**config.mk**
```make
export PLATFORM = sky130hd
export DESIGN_NAME = ims_port
export DESIGN_NICKNAME = d
export VERILOG_FILES = /design/src/hdl/ims_unused_none.v /design/src/hdl/ims_port.v /design/src/hdl/ims_sync.v /design/src/hdl/ims_fifo.v
export VERILOG_INCLUDE_DIRS = /design/src /design/src/inc
export SDC_FILE = /design/constraint.sdc
export NUM_CORES = 1
export LEC_CHECK = 0
export ABC_AREA = 1
export BUFFER_PORTS_ARGS = -buffer_cell sky130_fd_sc_hd__buf_2
export CORE_ASPECT_RATIO = 0.7
export CORE_MARGIN = 2
export CORE_UTILIZATION = 40
export CTS_BUF_LIST = sky130_fd_sc_hd__clkbuf_2 sky130_fd_sc_hd__clkbuf_4 sky130_fd_sc_hd__clkbuf_8
export DETAILED_ROUTE_END_ITERATION = 10
export PLACE_DENSITY_LB_ADDON = 0.05
export SLEW_MARGIN = 40
export SYNTH_ARGS = -nofsm -noshare
export SYNTH_HDL_FRONTEND = slang
export SYNTH_SLANG_ARGS = --single-unit
```
**constraint.sdc**
```tcl
create_clock -name i_clock -period 5.48 [get_ports i_clock]
set_input_delay 1.096 -clock i_clock [delete_from_list [all_inputs] [get_ports i_clock]]
set_output_delay 1.096 -clock i_clock [all_outputs]
set_load 0.01 [all_outputs]
```
**src/inc/ims_consts.vh**
```
`ifndef IMS_CONSTS_VH
`define IMS_CONSTS_VH
// system clock and the three bus bit periods
`define IMS_CLK_MHZ 125
`define IMS_T100K_NS 10000
`define IMS_T400K_NS 2500
`define IMS_T1M_NS 1000
// quarter bit period in clock cycles, rounded down
`define IMS_QTR(ns) ((ns) * `IMS_CLK_MHZ / 4000)
`define IMS_QW 10
`define IMS_RATE_100K 2'h0
`define IMS_RATE_400K 2'h1
`define IMS_RATE_1M 2'h2
// fifo geometry
`define IMS_FIFO_DEPTH 32
`define IMS_FIFO_AW 5
`define IMS_TX_W 8
`define IMS_LOG_W 12
// receive log entry markers above the data byte
`define IMS_LOG_START 11
`define IMS_LOG_STOP 10
`define IMS_LOG_ADDR 9
`define IMS_LOG_RD 8
// first byte prefix of a ten-bit address
`define IMS_TEN_HDR 5'h1E
`define IMS_BIT_ACK 4'h8
`define IMS_BIT_END 4'h9
`endif

```
**src/hdl/ims_unused_none.v**
```verilog
`timescale 1ns/1ns
`default_nettype none
`default_nettype wire

```
**src/hdl/ims_port.v**
```verilog
// Operation
// - one bit rate of three paces the master; the slave follows the bus clock.
// - master and slave each have their own enable.
// - in bus monitor mode the slave only logs traffic and never drives sda; a full log still holds scl low.
// - the slave answers its own 7-bit address, or a 10-bit one if chosen.
// - a 32-bit default word is sent whenever the transmit fifo is empty.
// - reads drain the transmit fifo first, then the default word bytes.
// - stored settings take effect only when the port is started again.
// - stored settings are readable back.
// - host fills the slave transmit fifo while the master reads it back.
// - the master reads a given count of bytes from a given address.
// - the master writes host bytes; the own slave logs them.
// - log entries carry start, stop, address and direction markers.
`timescale 1ns/1ns
`default_nettype none
`include "ims_consts.vh"
module ims_port (
   input wire i_clock,
   input wire i_sys_rst,
   input wire i_scl_in,
   output reg o_scl_out,
   output reg o_scl_oe,
   input wire i_sda_in,
   output reg o_sda_out,
   output reg o_sda_oe,
   input wire i_cfg_store,
   input wire [1:0] i_rate_sel,
   input wire i_master_en,
   input wire i_slave_en,
   input wire i_bus_monitor_mode,
   input wire [9:0] i_own_addr,
   input wire i_addr10,
   input wire [31:0] i_default_word,
   input wire i_run,
   output reg [1:0] o_cfg_rate,
   output reg o_cfg_master_en,
   output reg o_cfg_slave_en,
   output reg o_cfg_bus_monitor_mode,
   output reg [9:0] o_cfg_own_addr,
   output reg o_cfg_addr10,
   output reg [31:0] o_cfg_default_word,
   output reg o_running,
   input wire [7:0] i_txf_data,
   input wire i_txf_valid,
   output wire o_txf_ready,
   input wire i_mst_go,
   input wire i_mst_read,
   input wire [6:0] i_mst_addr,
   input wire [7:0] i_mst_len,
   input wire [7:0] i_mst_wdata,
   output reg o_mst_wtake,
   output reg [7:0] o_mst_rdata,
   output reg o_mst_rvalid,
   output reg o_mst_busy,
   output reg o_mst_nack,
   output wire [11:0] o_rxf_data,
   output wire o_rxf_valid,
   input wire i_rxf_ready
);
   localparam [31:0] Q100 = `IMS_QTR(`IMS_T100K_NS);
   localparam [31:0] Q400 = `IMS_QTR(`IMS_T400K_NS);
   localparam [31:0] Q1M = `IMS_QTR(`IMS_T1M_NS);
   localparam M_IDLE = 4'b0001;
   localparam M_START = 4'b0010;
   localparam M_BIT = 4'b0100;
   localparam M_STOP = 4'b1000;
   localparam S_IDLE = 6'b000001;
   localparam S_ADDR = 6'b000010;
   localparam S_ADDR2 = 6'b000100;
   localparam S_WR = 6'b001000;
   localparam S_RD = 6'b010000;
   localparam S_IGN = 6'b100000;

   // pins pass two flops before any use
   wire [1:0] pin_s;
   ims_sync #(.W(2)) u_sync (
      .i_clock(i_clock),
      .i_sys_rst(i_sys_rst),
      .i_d({i_scl_in, i_sda_in}),
      .o_q(pin_s)
   );
   wire scl = pin_s[1];
   wire sda = pin_s[0];
   reg scl_d;
   reg sda_d;

   // settings that are live while the port runs
   reg [1:0] act_rate;
   reg act_men;
   reg act_sen;
   reg act_bm;
   reg [9:0] act_addr;
   reg act_a10;
   reg [31:0] act_dw;
   reg [`IMS_QW-1:0] q_lim;
   reg [`IMS_QW-1:0] qc;
   reg tick;

   always @(posedge i_clock)
   begin
      if (i_sys_rst)
      begin
         o_cfg_rate <= `IMS_RATE_100K;
         o_cfg_master_en <= 1'b0;
         o_cfg_slave_en <= 1'b0;
         o_cfg_bus_monitor_mode <= 1'b0;
         o_cfg_own_addr <= 10'h000;
         o_cfg_addr10 <= 1'b0;
         o_cfg_default_word <= 32'h00000000;
         o_running <= 1'b0;
         act_rate <= `IMS_RATE_100K;
         act_men <= 1'b0;
         act_sen <= 1'b0;
         act_bm <= 1'b0;
         act_addr <= 10'h000;
         act_a10 <= 1'b0;
         act_dw <= 32'h00000000;
         q_lim <= Q100[`IMS_QW-1:0];
      end
      else
      begin
         if (i_cfg_store)
         begin
            o_cfg_rate <= i_rate_sel;
            o_cfg_master_en <= i_master_en;
            o_cfg_slave_en <= i_slave_en;
            o_cfg_bus_monitor_mode <= i_bus_monitor_mode;
            o_cfg_own_addr <= i_own_addr;
            o_cfg_addr10 <= i_addr10;
            o_cfg_default_word <= i_default_word;
         end
         o_running <= i_run;
         // copy only on a fresh start so a running bus never sees a change
         if (i_run & ~o_running)
         begin
            act_rate <= o_cfg_rate;
            act_men <= o_cfg_master_en;
            act_sen <= o_cfg_slave_en;
            act_bm <= o_cfg_bus_monitor_mode;
            act_addr <= o_cfg_own_addr;
            act_a10 <= o_cfg_addr10;
            act_dw <= o_cfg_default_word;
            case (o_cfg_rate)
               `IMS_RATE_400K: q_lim <= Q400[`IMS_QW-1:0];
               `IMS_RATE_1M: q_lim <= Q1M[`IMS_QW-1:0];
               default: q_lim <= Q100[`IMS_QW-1:0];
            endcase
         end
      end
   end

   // one quarter bit tick that paces the master; the slave follows bus edges
   always @(posedge i_clock)
   begin
      if (i_sys_rst | ~o_running)
      begin
         qc <= {`IMS_QW{1'b0}};
         tick <= 1'b0;
      end
      else if (qc == q_lim)
      begin
         qc <= {`IMS_QW{1'b0}};
         tick <= 1'b1;
      end
      else
      begin
         qc <= qc + 1'b1;
         tick <= 1'b0;
      end
   end

   // master
   reg [3:0] m_st;
   reg [1:0] m_q;
   reg [3:0] m_bit;
   reg [8:0] m_sh;
   reg [8:0] m_rx;
   reg m_rd;
   reg m_first;
   reg [7:0] m_left;
   reg m_scl_oe;
   reg m_sda_oe;
   wire m_ack = m_rx[0];

   always @(posedge i_clock)
   begin
      if (i_sys_rst)
      begin
         m_st <= M_IDLE;
         m_q <= 2'h0;
         m_bit <= 4'h0;
         m_sh <= 9'h1FF;
         m_rx <= 9'h000;
         m_rd <= 1'b0;
         m_first <= 1'b0;
         m_left <= 8'h00;
         m_scl_oe <= 1'b0;
         m_sda_oe <= 1'b0;
         o_mst_wtake <= 1'b0;
         o_mst_rdata <= 8'h00;
         o_mst_rvalid <= 1'b0;
         o_mst_busy <= 1'b0;
         o_mst_nack <= 1'b0;
      end
      else
      begin
         o_mst_wtake <= 1'b0;
         o_mst_rvalid <= 1'b0;
         case (m_st)
            M_IDLE:
            begin
               m_scl_oe <= 1'b0;
               m_sda_oe <= 1'b0;
               if (i_mst_go & act_men & o_running)
               begin
                  m_st <= M_START;
                  m_q <= 2'h0;
                  m_rd <= i_mst_read;
                  m_left <= i_mst_len;
                  m_sh <= {i_mst_addr, i_mst_read, 1'b1};
                  o_mst_busy <= 1'b1;
                  o_mst_nack <= 1'b0;
               end
            end
            M_START:
               if (tick)
               begin
                  m_q <= m_q + 1'b1;
                  if (m_q == 2'h1)
                     m_sda_oe <= 1'b1;
                  if (m_q == 2'h2)
                  begin
                     m_scl_oe <= 1'b1;
                     m_bit <= 4'h0;
                     m_first <= 1'b1;
                     m_q <= 2'h0;
                     m_st <= M_BIT;
                  end
               end
            M_BIT:
               if (tick)
               begin
                  m_q <= m_q + 1'b1;
                  case (m_q)
                     2'h0: m_sda_oe <= ~m_sh[8];
                     2'h1: m_scl_oe <= 1'b0;
                     2'h2:
                        // a slave holding the clock low stretches the bit
                        if (~scl)
                           m_q <= m_q;
                        else
                           m_rx <= {m_rx[7:0], sda};
                     default:
                     begin
                        m_scl_oe <= 1'b1;
                        m_sh <= {m_sh[7:0], 1'b1};
                        m_bit <= m_bit + 1'b1;
                        if (m_bit == `IMS_BIT_ACK)
                        begin
                           m_bit <= 4'h0;
                           m_first <= 1'b0;
                           if (m_first & (m_ack | (m_left == 8'h00)))
                           begin
                              o_mst_nack <= m_ack;
                              m_st <= M_STOP;
                           end
                           else if (m_rd)
                           begin
                              if (~m_first)
                              begin
                                 o_mst_rdata <= m_rx[8:1];
                                 o_mst_rvalid <= 1'b1;
                                 m_left <= m_left - 1'b1;
                              end
                              if (~m_first & (m_left == 8'h01))
                                 m_st <= M_STOP;
                              // last byte of the read gets no acknowledge
                              else if (m_first)
                                 m_sh <= {8'hFF, m_left == 8'h01};
                              else
                                 m_sh <= {8'hFF, m_left == 8'h02};
                           end
                           else if (~m_first & m_ack)
                           begin
                              o_mst_nack <= 1'b1;
                              m_st <= M_STOP;
                           end
                           else if (~m_first & (m_left == 8'h01))
                              m_st <= M_STOP;
                           else
                           begin
                              if (~m_first)
                                 m_left <= m_left - 1'b1;
                              m_sh <= {i_mst_wdata, 1'b1};
                              o_mst_wtake <= 1'b1;
                           end
                        end
                     end
                  endcase
               end
            M_STOP:
               if (tick)
               begin
                  m_q <= m_q + 1'b1;
                  case (m_q)
                     2'h0: m_sda_oe <= 1'b1;
                     2'h1: m_scl_oe <= 1'b0;
                     2'h2: m_sda_oe <= 1'b0;
                     default:
                     begin
                        m_st <= M_IDLE;
                        o_mst_busy <= 1'b0;
                     end
                  endcase
               end
            default: m_st <= M_IDLE;
         endcase
      end
   end

   // slave fifos
   wire [7:0] txf_q;
   wire txf_ok;
   reg txf_pop;
   reg lg_pend;
   reg [11:0] lg_data;
   wire rx_ready;
   ims_fifo #(.WIDTH(`IMS_TX_W), .DEPTH(`IMS_FIFO_DEPTH),
      .AW(`IMS_FIFO_AW)) u_txf (
      .i_clock(i_clock),
      .i_sys_rst(i_sys_rst),
      .i_in_data(i_txf_data),
      .i_in_valid(i_txf_valid),
      .o_in_ready(o_txf_ready),
      .o_out_data(txf_q),
      .o_out_valid(txf_ok),
      .i_out_ready(txf_pop)
   );
   ims_fifo #(.WIDTH(`IMS_LOG_W), .DEPTH(`IMS_FIFO_DEPTH),
      .AW(`IMS_FIFO_AW)) u_rxf (
      .i_clock(i_clock),
      .i_sys_rst(i_sys_rst),
      .i_in_data(lg_data),
      .i_in_valid(lg_pend),
      .o_in_ready(rx_ready),
      .o_out_data(o_rxf_data),
      .o_out_valid(o_rxf_valid),
      .i_out_ready(i_rxf_ready)
   );

   // slave
   reg [5:0] s_st;
   reg [3:0] s_bc;
   reg [7:0] s_sh;
   reg [7:0] s_txb;
   reg [1:0] s_dwi;
   reg s_mack;
   reg s_hi10;
   reg s_dir;
   reg s_mark;
   reg s_sda_oe;
   reg s_hold;
   reg [7:0] dw_byte;
   wire s_act = o_running & act_sen;
   wire rise = scl & ~scl_d;
   wire fall = ~scl & scl_d;
   wire sta = scl & scl_d & sda_d & ~sda;
   wire sto = scl & scl_d & ~sda_d & sda;
   wire own7 = ~act_a10 & (s_sh[7:1] == act_addr[6:0]);
   wire own10 = act_a10 & (s_sh[7:1] == {`IMS_TEN_HDR, act_addr[9:8]});
   wire [7:0] next_txb = txf_ok ? txf_q : dw_byte;

   always @*
   begin
      case (s_dwi)
         2'h0: dw_byte = act_dw[31:24];
         2'h1: dw_byte = act_dw[23:16];
         2'h2: dw_byte = act_dw[15:8];
         default: dw_byte = act_dw[7:0];
      endcase
   end

   always @(posedge i_clock)
   begin
      if (i_sys_rst)
      begin
         scl_d <= 1'b1;
         sda_d <= 1'b1;
         s_st <= S_IDLE;
         s_bc <= 4'h0;
         s_sh <= 8'h00;
         s_txb <= 8'h00;
         s_dwi <= 2'h0;
         s_mack <= 1'b1;
         s_hi10 <= 1'b0;
         s_dir <= 1'b0;
         s_mark <= 1'b0;
         s_sda_oe <= 1'b0;
         s_hold <= 1'b0;
         txf_pop <= 1'b0;
         lg_pend <= 1'b0;
         lg_data <= 12'h000;
      end
      else
      begin
         scl_d <= scl;
         sda_d <= sda;
         txf_pop <= 1'b0;
         // a full log stretches the clock rather than losing a byte
         s_hold <= lg_pend & ~rx_ready & ~(s_hold & rx_ready);
         if (lg_pend & rx_ready)
            lg_pend <= 1'b0;
         if (~s_act)
         begin
            s_st <= S_IDLE;
            s_sda_oe <= 1'b0;
            s_hi10 <= 1'b0;
         end
         else if (sta)
         begin
            s_st <= S_ADDR;
            s_bc <= 4'h0;
            s_sda_oe <= 1'b0;
            s_mark <= 1'b1;
            s_dwi <= 2'h0;
         end
         else if (sto)
         begin
            if (s_st != S_IDLE && s_st != S_IGN)
            begin
               lg_pend <= 1'b1;
               lg_data <= 12'h000;
               lg_data[`IMS_LOG_STOP] <= 1'b1;
            end
            s_st <= S_IDLE;
            s_sda_oe <= 1'b0;
            s_hi10 <= 1'b0;
         end
         else if (rise && s_st != S_IDLE)
         begin
            s_bc <= s_bc + 1'b1;
            if (s_bc < `IMS_BIT_ACK)
               s_sh <= {s_sh[6:0], sda};
            else
               s_mack <= sda;
         end
         else if (fall && s_st != S_IDLE && s_st != S_IGN)
         begin
            if (s_bc == `IMS_BIT_ACK)
            begin
               lg_data <= {s_mark, 1'b0, s_st == S_ADDR, s_dir, s_sh};
               case (s_st)
                  S_ADDR:
                     if (act_bm)
                     begin
                        s_dir <= s_sh[0];
                        lg_data[`IMS_LOG_RD] <= s_sh[0];
                        lg_pend <= 1'b1;
                        s_st <= S_WR;
                     end
                     else if (own7 | (own10 & (s_hi10 | ~s_sh[0])))
                     begin
                        s_sda_oe <= 1'b1;
                        s_dir <= s_sh[0];
                        lg_data[`IMS_LOG_RD] <= s_sh[0];
                        lg_pend <= ~(own10 & ~s_sh[0]);
                        s_st <= s_sh[0] ? S_RD :
                           ((own10 & ~s_sh[0]) ? S_ADDR2 : S_WR);
                     end
                     else
                        s_st <= S_IGN;
                  S_ADDR2:
                     if (s_sh == act_addr[7:0])
                     begin
                        s_sda_oe <= 1'b1;
                        s_hi10 <= 1'b1;
                        lg_data[`IMS_LOG_ADDR] <= 1'b1;
                        lg_pend <= 1'b1;
                        s_st <= S_WR;
                     end
                     else
                        s_st <= S_IGN;
                  S_WR:
                  begin
                     s_sda_oe <= ~act_bm;
                     lg_pend <= 1'b1;
                  end
                  default: s_sda_oe <= 1'b0;
               endcase
               s_mark <= 1'b0;
            end
            else if (s_bc == `IMS_BIT_END)
            begin
               s_bc <= 4'h0;
               s_sda_oe <= 1'b0;
               if (s_st == S_RD)
               begin
                  if (s_mack)
                     s_st <= S_IGN;
                  else
                  begin
                     // fifo bytes first, then the default word in order
                     s_sda_oe <= ~next_txb[7];
                     s_txb <= {next_txb[6:0], 1'b0};
                     txf_pop <= txf_ok;
                     if (~txf_ok)
                        s_dwi <= s_dwi + 1'b1;
                  end
               end
            end
            else if (s_st == S_RD)
            begin
               s_sda_oe <= ~s_txb[7];
               s_txb <= {s_txb[6:0], 1'b0};
            end
         end
      end
   end

   // open-drain pins: both ends share one wired-and bus
   always @(posedge i_clock)
   begin
      if (i_sys_rst)
      begin
         o_scl_out <= 1'b0;
         o_sda_out <= 1'b0;
         o_scl_oe <= 1'b0;
         o_sda_oe <= 1'b0;
      end
      else
      begin
         o_scl_out <= 1'b0;
         o_sda_out <= 1'b0;
         o_scl_oe <= m_scl_oe | s_hold;
         o_sda_oe <= m_sda_oe | s_sda_oe;
      end
   end
endmodule // ims_port
`default_nettype wire

```
**src/hdl/ims_sync.v**
```verilog
`timescale 1ns/1ns
`default_nettype none
module ims_sync #(
   parameter W = 2
) (
   input wire i_clock,
   input wire i_sys_rst,
   input wire [W-1:0] i_d,
   output reg [W-1:0] o_q
);
   reg [W-1:0] meta;
   always @(posedge i_clock)
   begin
      if (i_sys_rst)
      begin
         meta <= {W{1'b1}};
         o_q <= {W{1'b1}};
      end
      else
      begin
         meta <= i_d;
         o_q <= meta;
      end
   end
endmodule // ims_sync
`default_nettype wire

```
**src/hdl/ims_fifo.v**
```verilog
`timescale 1ns/1ns
`default_nettype none
module ims_fifo #(
   parameter WIDTH = 8,
   parameter DEPTH = 32,
   parameter AW = 5
) (
   input wire i_clock,
   input wire i_sys_rst,
   input wire [WIDTH-1:0] i_in_data,
   input wire i_in_valid,
   output reg o_in_ready,
   output reg [WIDTH-1:0] o_out_data,
   output reg o_out_valid,
   input wire i_out_ready
);
   localparam [AW:0] FULL = DEPTH[AW:0];
   reg [WIDTH-1:0] mem [0:DEPTH-1];
   reg [AW-1:0] wp;
   reg [AW-1:0] rp;
   reg [AW:0] cnt;
   wire push = i_in_valid & o_in_ready;
   // output register refills when empty or being taken
   wire load = (cnt != {(AW+1){1'b0}}) & (~o_out_valid | i_out_ready);
   wire [AW:0] next_cnt = cnt + {{AW{1'b0}}, push} - {{AW{1'b0}}, load};
   // the output register counts as a word, so the fifo holds DEPTH, not one more
   wire next_valid = load | (o_out_valid & ~i_out_ready);
   wire [AW:0] next_fill = next_cnt + {{AW{1'b0}}, next_valid};
   always @(posedge i_clock)
   begin
      if (push)
         mem[wp] <= i_in_data;
   end
   always @(posedge i_clock)
   begin
      if (i_sys_rst)
      begin
         wp <= {AW{1'b0}};
         rp <= {AW{1'b0}};
         cnt <= {(AW+1){1'b0}};
         o_in_ready <= 1'b1;
         o_out_valid <= 1'b0;
         o_out_data <= {WIDTH{1'b0}};
      end
      else
      begin
         if (push)
            wp <= wp + 1'b1;
         if (load)
         begin
            o_out_data <= mem[rp];
            rp <= rp + 1'b1;
            o_out_valid <= 1'b1;
         end
         else if (i_out_ready)
            o_out_valid <= 1'b0;
         cnt <= next_cnt;
         o_in_ready <= (next_fill != FULL);
      end
   end
endmodule // ims_fifo
`default_nettype wire

```
==> flow_summary.yaml, run 1 <==
outcome:
  status: "complete, no violations"
global_route:
  grtUsageTotal: 0.215
  grt_pass1_wl_mm: 162
  grt_max_degree: 104
  antenna_found_initial: 4
  grt_overflow: 0
  grt_pass1_vias: 27014
place:
  gp_congestion: 0.821
  portBuffers: 165
  placedCellCount: 4953
  dp.final_hpwl_mm: 65.9
  place_ws_ns: 1.56
clock_tree:
  clk_path_buf_depth: 3
  root_buffer: "clkbuf_8"
  cts_hold_buffers: 0
  cts_setup_buffers: 0
  htreeDepth: 4
  clkTransAtPathRegs_ns: 0.07
  cts-buffers-inserted: 149
  cts_tree: "yes"
  cts_resized: 0
  worstSkewPairLatency_ns: 0.83
  clock-sinks: 914
detailed_routing:
  viasPerCell: 5.27
  drt_drc_violations_left: 0
  drt_iter0_drc: 2682
  wirelength_mm: 107
  drtPass1Iterations: 6
  vias: 27591
  detail_route.wl_per_cell_um: 20.4
  postRouteAntennaNets: 0
yosys:
  yosysWarnings: 0
  yosysSeqAreaShare: 0.647
  avgSynthCellArea_um2: 10.4
  yosys.area.top_type: "edfxtp_1"
  synth_flop_cell: "edfxtp_1"
  synth_cells: 3672
  synthesis.area_mm2: 0.0382
  yosys-top-cells-count: "nor2_1, edfxtp_1, o21ai_0, nand2_1, dfxtp_1"
  synthArstFlopShare: 0
  synthDistinctLibCells: 55
  synth.most_common_cell: "nor2_1"
  ys_ff_latch: 914
  synth_enable_flop_cells: 640
  synth_top_area_share: 0.504
  ys_top_cells_by_area: "edfxtp_1, dfxtp_1, nor2_1, o21ai_0, nand2_1"
sta:
  hold_viol_final: 0
  fmax_mhz: 269
  final-setup-viol-count: 0
  slew_viol_final: 0
  worst_slack_ns: 1.76
  rsz0062_at_grt: "no"
  period_needed_ns: 3.72
  period_share: 0.679
  totalNegativeSetupSlack_ns: 0
  holdWs_ns: 0.415
  maxSlewHeadroom: 0.437
  fin_worst_skew_ns: 0.0323
  worst_pin_slew_ns: 0.841
layout:
  layout-drive-gt1-share: 0.147
  multiInputGateArea_mm2: 0.0117
  area_growth_pct: 13.3
  nets: 4000
  regArea_mm2: 0.0247
  nFillCells: 8865
  final_cell_count_no_fill: 5232
die:
  start_util: 0.405
  pin_count: 168
  die_h_um: 262
  rows: 94
  die_x_um: 373
  die_area_mm2: 0.0979
  coreArea_mm2: 0.0942
power_and_ir_drop:
  p_sw_mw: 6.13
  seqPwrFrac: 0.428
  leakagePower_nw: 15.7
  switching_share: 0.332
  comb_power_share: 0.234
  p_clk_frac: 0.338
  p_per_area_mw_per_mm2: 426
  p_int_mw: 12.3
  total_power_mw: 18.4
  ir_drop_uv: 226
critical_path:
  crit_required_ns: 6.16
  worstSetupPathType: "reg -> reg"
  crit_path_start: "u_txf.o_out_valid"
  cp_cell_sequence: "inv_1 -> nor2_1 -> inv_1 -> nand2_1 -> inv_1 -> ha_1 -> inv_1 -> ha_1 -> inv_1 -> fa_1 -> inv_1 -> ha_1 -> nor3_1 -> nand3_1 -> a21oi_1 -> nand4_1"
  critPathBufInv: 6
  endpoint_kind: "register"
  crit_top_cell: "inv_1"
  path_max_fanout: 13
  start_kind: "register"
  cp_top_family: "adder cells"
  worstPathArrival_ns: 4.40
  max_stage_delay_ns: 0.53
  r2r-start: "u_txf.o_out_valid"
  cp_slowest_cell: "fa_1"
worst_hold_path:
  hold_path.class: "reg -> reg"
  min_from: "u_sync.meta[0]"
job:
  maxCapViolCount: 0
[final timing paths]
kind                            cells after the start          endpoint  slack, ns
worst max register to register                     16  u_txf.o_in_ready       1.76
worst max-delay path                               16  u_txf.o_in_ready       1.76
worst min register to register                      1     u_sync.o_q[0]       0.41
worst min-delay path                                1     u_sync.o_q[0]       0.41
[sequential cells by signal, indices dropped and copies added (netlist names), 9 cells and up]
| signal | cells |
|---|---|
| act_dw | 32 |
| o_cfg_default_word | 32 |
| m_rx | 9 |
| act_addr | 10 |
| o_cfg_own_addr | 10 |
| qc | 10 |
| u_rxf.mem | 384 |
| u_txf.mem | 256 |
| u_rxf.o_out_data | 12 |
| lg_data | 12 |
| m_sh | 9 |
[placed cells by master, fill, tap and decap left out, types with 5 or more instances in the layout]
cell type,Yosys,routed
or2_2,11,11
nor2_1,761,746
dfxtp_1,274,268
o211ai_1,77,77
buf_2,39,164
nor3_1,22,20
a31oi_1,10,10
clkbuf_4,0,50
buf_4,20,63
inv_1,187,185
xnor2_1,8,8
nand3_2,7,7
a211oi_2,8,8
xor2_1,10,10
o22ai_1,88,88
o21ai_1,44,44
bufinv_16,0,5
o21ai_0,482,482
nand2_1,372,372
o21bai_1,8,8
nor3b_1,5,5
clkbuf_8,0,169
nor2_2,13,27
clkinv_1,4,26
clkinv_2,0,14
inv_2,15,12
nand4_1,38,38
a21oi_1,172,172
nand3_1,110,110
nand2_2,6,6
nand3b_1,10,10
ha_1,52,52
edfxtp_1,640,640
inv_6,0,8
[layout make-up]
cell class / instances / share of cell area
clock buffers: 219 / 0.0625
clock inverters: 55 / 0.0101
inverters: 206 / 0.0183
diodes: 4 / 0.000231
repair buffers: 231 / 0.0318
multi-input cells: 2355 / 0.270
flip-flops and latches: 914 / 0.571
well taps: 1248 / 0.0361
[cells by family (layout without fill, tap and decap cells)]
family                   count (synthesis)  in the layout  synth area share
AND/OR/NAND/NOR                       1374           1374             0.151
flip-flops                             914            914             0.647
AO/OA/AOI/OAI                          907            907             0.131
buffers and inverters                  404            711            0.0486
adder cells (fa/ha/maj)                 54             54            0.0181
XOR/XNOR                                18             18           0.00413
other                                    1              6         0.0000983
[per-layer routing]
layer	vias up	track usage	part of all wire
li1	13232	-	-
met1	13388	0.327	0.50
met2	837	0.300	0.41
met3	132	0.0527	0.072
met4	2	0.0622	0.015
met5	-	0	0.000094
[power by group through the flow]
stage	sequential [mW]	combinational, mW	clock, mW
CTS	7.89	4.31	6.42
global placement	8.03	4.25	0
floorplan	7.84	3.08	0
global route	7.92	4.84	6.72
finish	7.88	4.32	6.24
detailed placement	8.03	4.29	0
[stage by stage]
step | area, µm² | utilization
2_1_floorplan | 38200 | -
3_3_place_gp | 40000 | 0.425
3_5_place_dp | 40000 | 0.425
4_1_cts | 43200 | 0.458
5_1_grt | 43200 | 0.459
6_report | 43300 | 0.459
No activity file was read; power rests on OpenSTA's default activity.
==> run 2, diff against run 1 <==
- ABC_AREA: 1 -> 0
- clock period: 5.48 -> 3.85 ns (I/O delays scaled with it)
==> run 2 against run 1 <==
First-iteration DRC count fell by 32%; clock-buffer cell count grew 3; cell area is 1.9% lower; routed wire length fell by 14%; critical path type unchanged; critical endpoint unchanged; largest power group unchanged.
==> flow_summary.yaml, run 2 <==
critical_path:
  worstSetupPathType: "reg -> reg"
  start_kind: "register"
  endpoint_kind: "register"
  crit_required_ns: 4.52
  path_max_fanout: 3
  worstPathArrival_ns: 4.07
detailed_routing:
  wirelength_mm: 91.5
  viasPerCell: 5.36
  vias: 21997
  drt_iter0_drc: 1827
  detail_route.wl_per_cell_um: 22.3
  postRouteAntennaNets: 0
  drtPass1Iterations: 6
  drt_drc_violations_left: 0
layout:
  reg_top3: "u_rxf.mem x384, u_txf.mem x256"
  final_cell_mix: "edfxtp_1, dfxtp_1, nor2_1, nand2_1, buf_2"
  finish.utilization: 0.463
  nFillCells: 8285
  nets: 2898
  regArea_mm2: 0.0247
  mostFrequentLayoutCell: "edfxtp_1"
  layout-drive-gt1-share: 0.252
  area_growth_pct: 14.9
  largest_reg_flops: 384
  multiInputGateArea_mm2: 0.0115
  regMostFlops: "u_rxf.mem"
die:
  pin_count: 168
  die_x_um: 367
  coreArea_mm2: 0.0917
  start_util: 0.403
  die_h_um: 258
  die_area_mm2: 0.0948
  rows: 93
sta:
  slew_viol_final: 0
  worst_slack_ns: 0.450
  rsz0062_at_grt: "no"
  final-setup-viol-count: 0
  worst_pin_slew_ns: 0.865
  hold_viol_final: 0
  maxSlewHeadroom: 0.418
  totalNegativeSetupSlack_ns: 0
  period_needed_ns: 3.40
  holdWs_ns: 0.199
  fmax_mhz: 294
  period_share: 0.883
  fin_worst_skew_ns: 0.0305
clock_tree:
  clock-sinks: 914
  cts_tree: "yes"
  clk_path_buf_depth: 3
  worstSkewPairLatency_ns: 0.80
  clkTransAtPathRegs_ns: 0.06
  cts_hold_buffers: 0
  htreeDepth: 4
  cts_resized: 0
  root_buffer: "clkbuf_8"
  cts_setup_buffers: 0
  cts-buffers-inserted: 147
place:
  dp.final_hpwl_mm: 58.5
  portBuffers: 165
  gp_congestion: 0.789
  place_ws_ns: 0.311
yosys:
  yosysSeqAreaShare: 0.669
  synthArstFlopShare: 0
  synth_enable_flop_cells: 640
  synth_top_area_share: 0.521
  ys_top_cells_by_area: "edfxtp_1, dfxtp_1, mux4_2, mux2i_1, nor2_1"
  avgSynthCellArea_um2: 14.7
  synth_cells: 2512
  yosysWarnings: 0
  synthesis.area_mm2: 0.0369
  yosys-top-cells-count: "edfxtp_1, dfxtp_1, nor2_1, nand2_1, mux4_2"
  synth_flop_cell: "edfxtp_1"
  synth.most_common_cell: "edfxtp_1"
  yosys.area.top_type: "edfxtp_1"
  ys_ff_latch: 914
  synthDistinctLibCells: 81
global_route:
  grt_pass1_vias: 22639
  antenna_found_initial: 3
  grt_pass1_wl_mm: 140
  grt_max_degree: 72
  grtUsageTotal: 0.194
  grt_overflow: 0
worst_hold_path:
  hold_path.class: "in -> reg"
outcome:
  status: "complete, no violations"
job:
  maxCapViolCount: 0
power_and_ir_drop:
  leakagePower_nw: 14.5
  p_per_area_mw_per_mm2: 575
  ir_drop_uv: 320
## run 2: final timing paths
| check | depth (start not counted) | end | from | slack (ns) |
|---|---|---|---|---|
| max | 15 | u_txf.o_in_ready | u_txf.cnt[4] | 0.45 |
| min | 2 | u_sync.meta[0] | i_sda_in | 0.20 |
| max reg2reg | 15 | u_txf.o_in_ready | u_txf.cnt[4] | 0.45 |
| min reg2reg | 1 | u_sync.o_q[1] | u_sync.meta[1] | 0.41 |
## run 2: report_power, final
part           total (mW)  leakage (nW)  switching, mW  internal, mW
Combinational        4.99          4.85           2.63          2.36
Sequential           11.1          8.10          0.407          10.7
Clock                8.26          1.54           3.82          4.45
## run 2: area by class of cell
cell class,instances,area share
Clock inverter,42,0.00519
Sequential cell,914,0.583
Clock buffer,222,0.0632
Tap cell,1235,0.0364
Antenna cell,2,0.000118
Multi-Input combinational cell,1386,0.271
Inverter,56,0.00496
Timing Repair Buffer,250,0.0362
## run 2: cell families (layout without fill, tap and decap cells)
| group | after synthesis | after routing | synth area share |
|---|---|---|---|
| DFF | 914 | 914 | 0.669 |
| and+or+nand+nor | 636 | 636 | 0.0792 |
| AOI/OAI and AO/OA | 352 | 352 | 0.0655 |
| muxes | 285 | 285 | 0.132 |
| buffers and inverters | 213 | 570 | 0.0222 |
| xor gates and xnor gates | 57 | 57 | 0.0135 |
| adders and majority gates | 54 | 54 | 0.0187 |
| other | 1 | 4 | 0.000102 |
## run 2: layer usage
metal / GRT usage / routed length, µm / vias to the layer above / share of wire
met3: 0.0360 / 4370 / 122 / 0.048
met2: 0.289 / 40600 / 529 / 0.44
met5: 0 / 0 / - / 0
li1: - / - / 10093 / -
met4: 0.0534 / 1380 / 0 / 0.015
met1: 0.292 / 45200 / 11253 / 0.49
## run 2: through the flow
step | power, mW | area, µm² | instances
4_1_cts | 24.8 | 42400 | 4105
5_1_grt | 25.6 | 42400 | 4106
3_5_place_dp | 16.4 | 39500 | 3841
2_1_floorplan | 14.7 | 36900 | 2513
3_3_place_gp | 16.4 | 39400 | 3841
6_report | 24.4 | 42400 | 4107
## run 2: critical path, stage by stage, from the launching register on
cell      delay [ns]
dfxtp_1         0.30
inv_1           0.08
ha_1            0.16
nor4bb_1        0.46
a21o_1          0.17
inv_1           0.06
ha_1            0.29
inv_1           0.06
ha_1            0.19
inv_1           0.07
fa_1            0.52
inv_1           0.06
ha_1            0.21
or3_1           0.38
a211oi_1        0.19
o21ai_0         0.09
